==> src/jsg_defines.svh <==
`ifndef JSG_DEFINES_SVH
`define JSG_DEFINES_SVH

// ------------------------------------------------------------
// Register byte offsets
// ------------------------------------------------------------
`define JSG_OFS_ACCEL     8'h00
`define JSG_OFS_DECEL     8'h04
`define JSG_OFS_MODE      8'h08
`define JSG_OFS_SPEED     8'h0C
`define JSG_OFS_LFILT     8'h10
`define JSG_OFS_DGAIN     8'h14
`define JSG_OFS_DFILT     8'h18
`define JSG_OFS_VFF       8'h1C
`define JSG_OFS_VFB       8'h20
`define JSG_OFS_PFLIM     8'h24
`define JSG_OFS_VIGAIN    8'h28
`define JSG_OFS_VPGAIN    8'h2C
`define JSG_OFS_STATUS    8'h30
`define JSG_OFS_SPD026    8'h34

// ------------------------------------------------------------
// Field positions
// ------------------------------------------------------------
`define JSG_MODE_TRQ_BIT  8
`define JSG_ST_JOG_BIT    0
`define JSG_ST_FAULT_BIT  1
`define JSG_ST_REJ_BIT    2
`define JSG_ST_STEP_BIT   3
`define JSG_SPD026_SHIFT  2

// ------------------------------------------------------------
// Ranges in steps (0.167 rps/s, 0.0042 rps, integer)
// ------------------------------------------------------------
`define JSG_RATE_MIN      16'h0001
`define JSG_RATE_MAX      16'h7FBD
`define JSG_SPD_MIN       16'h0001
`define JSG_SPD_MAX       16'h7C02
`define JSG_SPD_MAX_SMALL 16'h4A67
`define JSG_INT_MAX       16'h7FFF

// ------------------------------------------------------------
// Reset values
// ------------------------------------------------------------
`define JSG_RST_RATE      16'h0258
`define JSG_RST_SPEED     16'h0960
`define JSG_RST_GAIN      16'h0000

`endif

==> src/jsg_pkg.sv <==
package jsg_pkg;

   // Jog mode codes
   typedef enum logic [1:0]
   {
      JSG_MODE_POS = 2'h1,
      JSG_MODE_VEL = 2'h2
   } jsg_mode_e;

   // AXI response codes
   typedef enum logic [1:0]
   {
      JSG_RESP_OKAY   = 2'h0,
      JSG_RESP_SLVERR = 2'h2
   } jsg_resp_e;

   // Parameter word
   typedef logic [15:0] jsg_word_t;

endpackage

==> src/jsg_params.sv <==
`timescale 1ns/1ns
`include "jsg_defines.svh"
module jsg_params
#(
   parameter bit STEPPER = 1'b0,
   parameter bit SMALL   = 1'b0
)
(
   // Clock, reset, enable
   input  wire logic        aclk,
   input  wire logic        aresetn,
   input  wire logic        ce,
   // AXI4-Lite write
   input  wire logic [7:0]  awaddr,
   input  wire logic        awvalid,
   output logic             awready,
   input  wire logic [31:0] wdata,
   input  wire logic [3:0]  wstrb,
   input  wire logic        wvalid,
   output logic             wready,
   output logic [1:0]       bresp,
   output logic             bvalid,
   input  wire logic        bready,
   // AXI4-Lite read
   input  wire logic [7:0]  araddr,
   input  wire logic        arvalid,
   output logic             arready,
   output logic [31:0]      rdata,
   output logic [1:0]       rresp,
   output logic             rvalid,
   input  wire logic        rready,
   // Motion loop status
   input  wire logic        jog_active,
   input  wire logic        jog_tick,
   input  wire logic        jog_dir,
   input  wire logic [31:0] pos_error,
   input  wire logic [15:0] pos_p_gain,
   input  wire logic [15:0] pos_i_gain,
   // Parameters to the motion loop
   output logic [15:0]      jog_accel,
   output logic [15:0]      jog_decel,
   output logic [15:0]      jog_speed,
   output logic             jog_mode_vel,
   output logic             torque_sel,
   output logic [15:0]      loop_filter,
   output logic [15:0]      deriv_gain,
   output logic [15:0]      deriv_filter,
   output logic [15:0]      vff_gain,
   output logic [15:0]      vfb_gain,
   output logic [15:0]      loop_p_gain,
   output logic [15:0]      loop_i_gain,
   output logic             jog_fault,
   output logic [31:0]      target_pos
);

   // ------------------------------------------------------------
   // Storage
   // ------------------------------------------------------------
   jsg_pkg::jsg_word_t accel_reg, decel_reg, speed_reg, lfilt_reg;
   jsg_pkg::jsg_word_t dgain_reg, dfilt_reg, vff_reg, vfb_reg;
   jsg_pkg::jsg_word_t pflim_reg, vel_i_reg, vel_p_reg;
   jsg_pkg::jsg_mode_e mode_reg;
   logic               trq_reg;
   logic               rej_reg;
   logic               fault_reg;
   logic [31:0]        target_reg;
   logic               awready_reg, wready_reg, bvalid_reg;
   logic               arready_reg, rvalid_reg;
   logic [1:0]         bresp_reg, rresp_reg;
   logic [7:0]         aw_addr_reg;
   logic [31:0]        w_data_reg, rdata_reg;
   logic [3:0]         w_strb_reg;
   logic               wr_fire, wr_ok, wr_hit, mode_ign;
   logic [15:0]        wv;
   logic [31:0]        err_mag;

   // ------------------------------------------------------------
   // Functions
   // ------------------------------------------------------------
   // Inclusive range test
   function automatic logic in_rng(input logic [31:0] v,
                                   input logic [15:0] lo,
                                   input logic [15:0] hi);
      in_rng = (v <= {16'h0000, hi}) && (v >= {16'h0000, lo});
   endfunction

   // ------------------------------------------------------------
   // Write acceptance
   // ------------------------------------------------------------
   assign wr_fire = !awready_reg && !wready_reg && !bvalid_reg && ce;
   assign wv      = w_data_reg[15:0];
   assign mode_ign = STEPPER && (w_data_reg[1:0] == 2'h2);

   // Range and interlock check of the pending write
   always_comb
   begin
      wr_ok = 1'b0;
      unique case (aw_addr_reg)
         `JSG_OFS_ACCEL, `JSG_OFS_DECEL:
            wr_ok = in_rng(w_data_reg, `JSG_RATE_MIN, `JSG_RATE_MAX)
                    && !jog_active;
         `JSG_OFS_MODE:
            wr_ok = (w_data_reg[1:0] == 2'h1) || (w_data_reg[1:0] == 2'h2);
         `JSG_OFS_SPEED:
            wr_ok = in_rng(w_data_reg, `JSG_SPD_MIN,
                           SMALL ? `JSG_SPD_MAX_SMALL : `JSG_SPD_MAX);
         `JSG_OFS_LFILT, `JSG_OFS_DGAIN, `JSG_OFS_DFILT, `JSG_OFS_VFF,
         `JSG_OFS_VFB, `JSG_OFS_PFLIM, `JSG_OFS_VIGAIN, `JSG_OFS_VPGAIN:
            wr_ok = in_rng(w_data_reg, 16'h0000, `JSG_INT_MAX);
         `JSG_OFS_STATUS:
            wr_ok = 1'b1;
         default:
            wr_ok = 1'b0;
      endcase
      wr_ok  = wr_ok && (w_strb_reg == 4'hF);
      wr_hit = wr_fire && wr_ok;
   end

   // ------------------------------------------------------------
   // AXI write channels
   // ------------------------------------------------------------
   // Address holding
   always_ff @(posedge aclk)
   begin
      if (!aresetn)
      begin
         awready_reg <= 1'b1;
         aw_addr_reg <= 8'h00;
      end
      else if (ce)
      begin
         if (awvalid && awready_reg)
         begin
            awready_reg <= 1'b0;
            aw_addr_reg <= awaddr;
         end
         else if (wr_fire)
            awready_reg <= 1'b1;
      end
   end

   // Data holding
   always_ff @(posedge aclk)
   begin
      if (!aresetn)
      begin
         wready_reg <= 1'b1;
         w_data_reg <= 32'h0000_0000;
         w_strb_reg <= 4'h0;
      end
      else if (ce)
      begin
         if (wvalid && wready_reg)
         begin
            wready_reg <= 1'b0;
            w_data_reg <= wdata;
            w_strb_reg <= wstrb;
         end
         else if (wr_fire)
            wready_reg <= 1'b1;
      end
   end

   // Write response; rejected writes answer SLVERR
   always_ff @(posedge aclk)
   begin
      if (!aresetn)
      begin
         bvalid_reg <= 1'b0;
         bresp_reg  <= jsg_pkg::JSG_RESP_OKAY;
      end
      else if (ce)
      begin
         if (wr_fire)
         begin
            bvalid_reg <= 1'b1;
            bresp_reg  <= wr_ok ? jsg_pkg::JSG_RESP_OKAY
                                : jsg_pkg::JSG_RESP_SLVERR;
         end
         else if (bready)
            bvalid_reg <= 1'b0;
      end
   end

   // ------------------------------------------------------------
   // Parameter storage
   // ------------------------------------------------------------
   // one write at a time, in arrival order
   always_ff @(posedge aclk)
   begin
      if (!aresetn)
      begin
         accel_reg <= `JSG_RST_RATE;
         decel_reg <= `JSG_RST_RATE;
         speed_reg <= `JSG_RST_SPEED;
      end
      else if (wr_hit)
      begin
         if (aw_addr_reg == `JSG_OFS_ACCEL)
         begin
            accel_reg <= wv;
            decel_reg <= wv;
         end
         if (aw_addr_reg == `JSG_OFS_DECEL)
            decel_reg <= wv;
         if (aw_addr_reg == `JSG_OFS_SPEED)
            speed_reg <= wv;
      end
   end

   // Jog mode and torque selection
   always_ff @(posedge aclk)
   begin
      if (!aresetn)
      begin
         mode_reg <= jsg_pkg::JSG_MODE_POS;
         trq_reg  <= 1'b0;
      end
      else if (wr_hit && aw_addr_reg == `JSG_OFS_MODE && !mode_ign)
      begin
         mode_reg <= jsg_pkg::jsg_mode_e'(w_data_reg[1:0]);
         trq_reg  <= w_data_reg[`JSG_MODE_TRQ_BIT];
      end
   end

   // Servo gains and filters
   always_ff @(posedge aclk)
   begin
      if (!aresetn)
      begin
         lfilt_reg <= `JSG_RST_GAIN;
         dgain_reg <= `JSG_RST_GAIN;
         dfilt_reg <= `JSG_RST_GAIN;
         vff_reg   <= `JSG_RST_GAIN;
         vfb_reg   <= `JSG_RST_GAIN;
         pflim_reg <= `JSG_RST_GAIN;
         vel_i_reg <= `JSG_RST_GAIN;
         vel_p_reg <= `JSG_RST_GAIN;
      end
      else if (wr_hit)
      begin
         unique case (aw_addr_reg)
            `JSG_OFS_LFILT:  lfilt_reg <= wv;
            `JSG_OFS_DGAIN:  dgain_reg <= wv;
            `JSG_OFS_DFILT:  dfilt_reg <= wv;
            `JSG_OFS_VFF:    vff_reg   <= wv;
            `JSG_OFS_VFB:    vfb_reg   <= wv;
            `JSG_OFS_PFLIM:  pflim_reg <= wv;
            `JSG_OFS_VIGAIN: vel_i_reg <= wv;
            `JSG_OFS_VPGAIN: vel_p_reg <= wv;
            default:         ;
         endcase
      end
   end

   // Sticky rejection flag; a new rejection beats the clear
   always_ff @(posedge aclk)
   begin
      if (!aresetn)
         rej_reg <= 1'b0;
      else if (wr_fire && !wr_ok)
         rej_reg <= 1'b1;
      else if (wr_hit && aw_addr_reg == `JSG_OFS_STATUS
               && w_data_reg[`JSG_ST_REJ_BIT])
         rej_reg <= 1'b0;
   end

   // ------------------------------------------------------------
   // Jog behaviour
   // ------------------------------------------------------------
   assign err_mag = pos_error[31] ? (32'h0000_0000 - pos_error) : pos_error;

   // fault only in servo position jog
   always_ff @(posedge aclk)
   begin
      if (!aresetn)
         fault_reg <= 1'b0;
      else if (ce)
         fault_reg <= !STEPPER && jog_active
                      && mode_reg == jsg_pkg::JSG_MODE_POS
                      && err_mag > {16'h0000, pflim_reg};
   end

   // target moves by jog speed per tick
   always_ff @(posedge aclk)
   begin
      if (!aresetn)
         target_reg <= 32'h0000_0000;
      else if (ce && jog_active && jog_tick
               && mode_reg == jsg_pkg::JSG_MODE_POS)
         target_reg <= jog_dir ? target_reg - {16'h0000, speed_reg}
                               : target_reg + {16'h0000, speed_reg};
   end

   // velocity jog swaps in its gain pair
   always_ff @(posedge aclk)
   begin
      if (!aresetn)
      begin
         loop_p_gain <= 16'h0000;
         loop_i_gain <= 16'h0000;
      end
      else if (ce)
      begin
         loop_p_gain <= (mode_reg == jsg_pkg::JSG_MODE_VEL) ? vel_p_reg
                                                             : pos_p_gain;
         loop_i_gain <= (mode_reg == jsg_pkg::JSG_MODE_VEL) ? vel_i_reg
                                                             : pos_i_gain;
      end
   end

   // ------------------------------------------------------------
   // AXI read channel
   // ------------------------------------------------------------
   // reads return stored values
   always_ff @(posedge aclk)
   begin
      if (!aresetn)
      begin
         arready_reg <= 1'b1;
         rvalid_reg  <= 1'b0;
         rdata_reg   <= 32'h0000_0000;
         rresp_reg   <= jsg_pkg::JSG_RESP_OKAY;
      end
      else if (ce)
      begin
         if (arvalid && arready_reg)
         begin
            arready_reg <= 1'b0;
            rvalid_reg  <= 1'b1;
            rresp_reg   <= jsg_pkg::JSG_RESP_OKAY;
            unique case (araddr)
               `JSG_OFS_ACCEL:  rdata_reg <= {16'h0000, accel_reg};
               `JSG_OFS_DECEL:  rdata_reg <= {16'h0000, decel_reg};
               `JSG_OFS_MODE:   rdata_reg <= {23'h000000, trq_reg,
                                              6'h00, mode_reg};
               `JSG_OFS_SPEED:  rdata_reg <= {16'h0000, speed_reg};
               `JSG_OFS_LFILT:  rdata_reg <= {16'h0000, lfilt_reg};
               `JSG_OFS_DGAIN:  rdata_reg <= {16'h0000, dgain_reg};
               `JSG_OFS_DFILT:  rdata_reg <= {16'h0000, dfilt_reg};
               `JSG_OFS_VFF:    rdata_reg <= {16'h0000, vff_reg};
               `JSG_OFS_VFB:    rdata_reg <= {16'h0000, vfb_reg};
               `JSG_OFS_PFLIM:  rdata_reg <= {16'h0000, pflim_reg};
               `JSG_OFS_VIGAIN: rdata_reg <= {16'h0000, vel_i_reg};
               `JSG_OFS_VPGAIN: rdata_reg <= {16'h0000, vel_p_reg};
               `JSG_OFS_STATUS: rdata_reg <= {28'h0000000, STEPPER,
                                              rej_reg, fault_reg,
                                              jog_active};
               `JSG_OFS_SPD026: rdata_reg <= {14'h0000, speed_reg,
                                              2'h0};
               default:
               begin
                  rdata_reg <= 32'h0000_0000;
                  rresp_reg <= jsg_pkg::JSG_RESP_SLVERR;
               end
            endcase
         end
         else if (rvalid_reg && rready)
         begin
            rvalid_reg  <= 1'b0;
            arready_reg <= 1'b1;
         end
      end
   end

   // ------------------------------------------------------------
   // Outputs
   // ------------------------------------------------------------
   // decel register feeds every jog stop
   assign jog_decel    = decel_reg;
   assign jog_accel    = accel_reg;
   assign jog_speed    = speed_reg;
   assign jog_mode_vel = mode_reg[1]; // Only code 2 has bit 1 set
   assign torque_sel   = trq_reg;
   assign loop_filter  = lfilt_reg;
   assign deriv_gain   = dgain_reg;
   assign deriv_filter = dfilt_reg;
   assign vff_gain     = vff_reg;
   assign vfb_gain     = vfb_reg;
   assign jog_fault    = fault_reg;
   assign target_pos   = target_reg;
   assign awready      = awready_reg;
   assign wready       = wready_reg;
   assign bvalid       = bvalid_reg;
   assign bresp        = bresp_reg;
   assign arready      = arready_reg;
   assign rvalid       = rvalid_reg;
   assign rdata        = rdata_reg;
   assign rresp        = rresp_reg;
endmodule

==> config.mk <==
export PLATFORM = sky130hd
export DESIGN_NAME = jsg_params
export DESIGN_NICKNAME = d
export VERILOG_FILES = /design/src/jsg_pkg.sv /design/src/jsg_params.sv
export VERILOG_INCLUDE_DIRS = /design/src
export SDC_FILE = /design/constraint.sdc
export NUM_CORES = 1
export LEC_CHECK = 0
export BUFFER_PORTS_ARGS = -buffer_cell sky130_fd_sc_hd__buf_2
export CAP_MARGIN = 40
export CORE_MARGIN = 10
export CORE_UTILIZATION = 58
export DETAILED_ROUTE_END_ITERATION = 16
export GPL_ROUTABILITY_DRIVEN = 0
export PLACE_DENSITY = 0.84
export SLEW_MARGIN = 20
export SYNTH_ARGS = -nofsm -noshare
export SYNTH_HDL_FRONTEND = slang
export SYNTH_SLANG_ARGS = --single-unit
==> constraint.sdc <==
create_clock -name aclk -period 14 [get_ports aclk]
set_clock_uncertainty 0.2 [all_clocks]
set_input_delay 0.7 -clock aclk [delete_from_list [all_inputs] [get_ports aclk]]
set_output_delay 0.7 -clock aclk [all_outputs]
set_load 0.005 [all_outputs]
# Yosys cells after proc, flatten, opt, wreduce, memory -nomap -nowiden
# Cells that the tools add are included.
dict set report totals {
  register_bits 330
  in_bits 127
  wordCells 147
}
dict set report classes {
  add_sub_neg 3
  magnitude_cmp 6
  eq_ne 30
  mux 21
  n_reduce_logical 58
}
# operator n
set ops {}
lappend ops {{$pmux 18 s14} 1}
lappend ops {{$le 32x15->1 const B} 3}
lappend ops {{$eq 8x6->1 const B} 11}
lappend ops {{$eq 8x5->1 const B} 8}
lappend ops {{$ge 32x1->1 const B} 2}
lappend ops {{$mux 16} 4}
lappend ops {{$mux 32} 2}
lappend ops {{$reduce_and 2->1} 19}
lappend ops {{$add 32x16->32} 1}
lappend ops {{$eq 8x4->1 const B} 4}
lappend ops {{$gt 32x16->1} 1}
lappend ops {{$sub 1x32->32 const A} 1}
lappend ops {{$sub 32x16->32} 1}
lappend ops {{$logic_and 1x1->1} 22}
lappend ops {{$eq 8x3->1 const B} 2}
lappend ops {{$logic_not 8->1} 2}
lappend ops {{$reduce_or 14->1} 1}
lappend ops {{$reduce_bool 2->1} 6}
lappend ops {{$mux 1} 11}
lappend ops {{$reduce_or 8->1} 1}
lappend ops {{$logic_not 1->1} 5}
lappend ops {{$pmux 1 s5} 1}
lappend ops {{$eq 2x1->1 const B} 2}
lappend ops {{$eq 2x2->1 const B} 2}
lappend ops {{4 further kinds} 5}

# Longest topological paths before layout
dict set report logic_depth {
  depth_word 10
  mapped_depth 20
}

# Worst setup path before layout
# OpenSTA, ideal clock, no wires.
dict set report synth_timing {
  path_type {reg-to-reg}
  start {register speed_reg[6] (netlist: jog_speed[6])}
  end {register target_reg[31] (netlist: target_pos[31])}
  setup_ns 0.123
  t_arrival_ns 4.484
  required_ns 13.677
  setup_slack_ns 9.194
  path_stages_with_launch 21
  path_buffers 3
  period_less_slack_ns 4.806
  path_cell_list {dfxtp_1 > clkbuf_1 > nor3_1 > nor3b_1 > and2_1 > clkbuf_1 > nand2_1 > nor3_1 > ha_1 > mux2i_1 > ha_1 > clkbuf_1 > o21ai_0 > o21ai_0 > a221oi_1 > nand3_1 > o31ai_1 > a21oi_1 > o41ai_1 > a31oi_1 > mux2i_1}
}
dict set report synth_between {
  elab_chain_cells 2
  word_cells_on_any_way 3
}
# item line_no
set synth_rtl {}
lappend synth_rtl {{start: declaration} jsg_params.sv:59} ;# jsg_pkg::jsg_word_t accel_reg, decel_reg, speed_reg, lfilt_reg;
lappend synth_rtl {{start signal: assignment} jsg_params.sv:195} ;# speed_reg <= `JSG_RST_SPEED;
lappend synth_rtl {{start signal: assignment} jsg_params.sv:207} ;# speed_reg <= wv;
lappend synth_rtl {{$add 32x16->32 or $sub 32x16->32 (tied branches)} {jsg_params.sv:292, jsg_params.sv:291}}
lappend synth_rtl {{$mux 32 (*)} jsg_params.sv:291} ;# target_reg <= jog_dir ? target_reg - {16'h0000, speed_reg}
lappend synth_rtl {{end signal: assignment} jsg_params.sv:291}
lappend synth_rtl {{end: declaration} jsg_params.sv:66} ;# logic [31:0] target_reg;
# Mark *: on every way between the ends. The rest lies on a longest branch, timed or not.
# A chain may end at the register's enable or synchronous reset.

# Final worst setup path
dict set report layout_timing {
  start {register speed_reg[2] (netlist: jog_speed[2])}
  end {register target_reg[31] (netlist: target_pos[31])}
}
# Same word-level chain as after synthesis.

==> out/metrics.yaml <==
cts:
  numCtsBuffers: 34
  clock_latency_ns: 0.52
  cts.sinks: 314
  cts_tree: "yes"
  ctsHoldBuffers: 0
  cts.reportedPaths.clkPinSlew_ns: 0.06
  post_cts_resized: 0
  cts_setup_buffers: 0
  cts_buffer_depth: 3
  cts-root-buf: "clkbuf_16"
  htree_levels: 2
die:
  dieArea_mm2: 0.0359
  die_h_um: 189
  initial_core_util_pct: 59.3
  ios: 363
  core.rowCount: 61
  core-area_mm2: 0.0281
  dieWidth_um: 189
worst_setup_path:
  end_kind: "flop"
  crit_path_start_kind: "flop"
  path_class: "reg -> reg"
  cp.arrival_ns: 5.53
  cp_max_fo: 10
  required_ns: 14.19
layout:
  area_growth_pct: 19.1
  nets: 2379
  final_cell_mix: "366 x nand2_1, 347 x buf_2, 314 x dfxtp_1"
  layout_commonest_cell: "nand2_1"
  drive_gt1_share_pct: 21.5
  utilization_pct: 70.6
logic_synthesis:
  synth_cell_types: 73
  async_reset_ff_share_pct: 0
  syn_area_per_cell_um2: 8.72
  ys_ff_latch: 314
  ys_seq_area_share_pct: 37.8
  yosys-mux-area-fraction_pct: 13.0
  synth-simple-area-share_pct: 20.2
  synth_flop_cell: "dfxtp_1"
  synth_top_area_share_pct: 37.8
  synth_xor_xnor_area_share_pct: 2.37
  synth_compound_gate_area_share_pct: 17.9
  yosysWarningCount: 0
  syn_inst: 1909
  synth_area_leaders: "dfxtp_1 38%, mux2i_1 13%, nand2_1 8.3%"
  synth-edff-count: 0
  synthAdderAreaFrac_pct: 4.10
  synth_top_family_by_area: "simple AND/OR/NAND/NOR gates"
  syn_area_mm2: 0.0166
  synth_top_cell_by_area: "dfxtp_1"
routing:
  vias: 16100
  avgViaCountPerCell: 6.20
  first_iter_violations: 1892
  ant_nets: 0
  wire_per_inst_um: 22.7
  drt_pre_antenna_iters: 6
  drc: 0
  totalWireLength_um: 59000
grt:
  gr-max-usage-layer: "met2"
  gr-usage-met3_pct: 8.34
  grt_pass1_wl_um: 88600
  grt_overflow: 0
  grt.total_usage_pct: 30.7
  grt_pass1_vias: 15600
  grt_max_degree: 144
  grt_util_met1_pct: 36.6
  use_met2_pct: 49.3
  antenna_found_initial: 4
sta:
  max_slew_margin_pct: 47.3
  final.setup.tns_ns: 0
  worstMarginPinSlew_ns: 0.784
  worst_slack_ns: 8.66
  setup-violations-final: 0
  fmax_ghz: 0.187
  worst_hold_slack_ns: 0.236
  final-hold-violation-count: 0
  rsz0062_at_grt: "no"
  finalCritPeriodShare_pct: 38.1
  post-route-min-period_ns: 5.34
  drv_slew: 0
outcome:
  status: "complete, no violations"
power:
  ir_worst_vdd_mv: 0.0798
  p_total_uw: 2050
  p_leak_uw: 0.00866
  powerDensity_mw_per_mm2: 104
place:
  pre_cts_ws_ns: 8.66
  numPortBuffers: 346
  place_hpwl_um: 43400
worst_hold_path:
  holdCritPathClass: "in -> reg"
flow_run:
  maxCapViolations: 0
## metrics by stage
stage	cell area (um^2)	instances
2_1_floorplan	16700	1924
3_3_place_gp	18500	2528
3_5_place_dp	18600	2537
4_1_cts	19800	2596
5_1_grt	19800	2602
6_report	19800	2602
## final timing paths
path,start,to,slack (ns),depth (start not counted)
setup / recovery,jog_speed[2]$_SDFFE_PN0P_,target_pos[31]$_SDFFE_PN0P_,8.66,17
hold / removal,wdata[20],w_data_reg[20]$_SDFFE_PN0P_,0.24,3
setup reg to reg,jog_speed[2]$_SDFFE_PN0P_,target_pos[31]$_SDFFE_PN0P_,8.66,17
hold reg to reg,pflim_reg[15]$_SDFFE_PN0P_,pflim_reg[15]$_SDFFE_PN0P_,0.25,2
## where the power goes
part / internal [uW] / total [uW] / switching (uW)
combinational: 84.7 / 204 / 120
sequential: 911 / 926 / 14.8
clock: 557 / 924 / 367
total: 1550 / 2050 / 501
## synth_stat cells, types with 5 or more instances
cell type,number
xor2_1,8
mux2i_1,215
clkbuf_1,107
o21bai_1,5
inv_1,34
nor4_1,12
nor3_1,24
nor4_4,9
o21ai_0,48
a221oi_1,22
buf_1,10
a21o_1,25
a31oi_1,29
and2_1,23
a22oi_1,54
dfxtp_1,314
nor2_1,68
buf_4,24
a22o_1,18
o211a_1,36
a21boi_0,42
o211ai_1,8
a21oi_1,64
or3_1,6
nor2b_1,55
ha_1,53
xnor2_1,37
o21a_1,8
nand4_1,18
o31ai_1,11
nand2_1,366
a31o_2,7
nand2b_1,19
and3_1,20
a211oi_1,7
nand3_1,33
## logic make-up after synthesis
family	Yosys count
other	1
and+or+nand+nor	686
buffers and inverters	180
xor gates and xnor gates	45
adders and majority gates	54
muxes	216
AOI/OAI and AO/OA	413
DFF	314
## per-layer routing
| metal | vias to the layer above | share of wire [%] |
|---|---|---|
| met2 | 999 | 46 |
| met1 | 7576 | 37 |
| met3 | 205 | 11 |
| met5 | - | 0.012 |
| met4 | 2 | 6.1 |
| li1 | 7362 | - |
## worst max-delay path, cell delays in order, from the launching register on
cell     delay [ns]
dfxtp_1        0.40
or3_1          0.44
nor4_1         0.61
and2_1         0.45
nand2_1        0.09
nor3_1         0.15
ha_1           0.26
mux2i_1        0.15
ha_1           0.34
nand4_1        0.24
nor3_1         0.09
a21oi_1        0.20
nand3_1        0.17
o31ai_1        0.67
a21oi_1        0.18
o41ai_1        0.35
a31oi_1        0.09
mux2i_1        0.13
## final cells by class
class / instances / area [um^2]
diodes: 3 / 7.51
clock buffers: 50 / 1010
clock inverters: 9 / 131
fillers: 2140 / 8260
inverters: 34 / 128
multi-input cells: 1430 / 9670
flip-flops and latches: 314 / 6290
well taps: 378 / 473
repair buffers: 384 / 2120
Note: power is estimated with default switching activity, not from simulation.
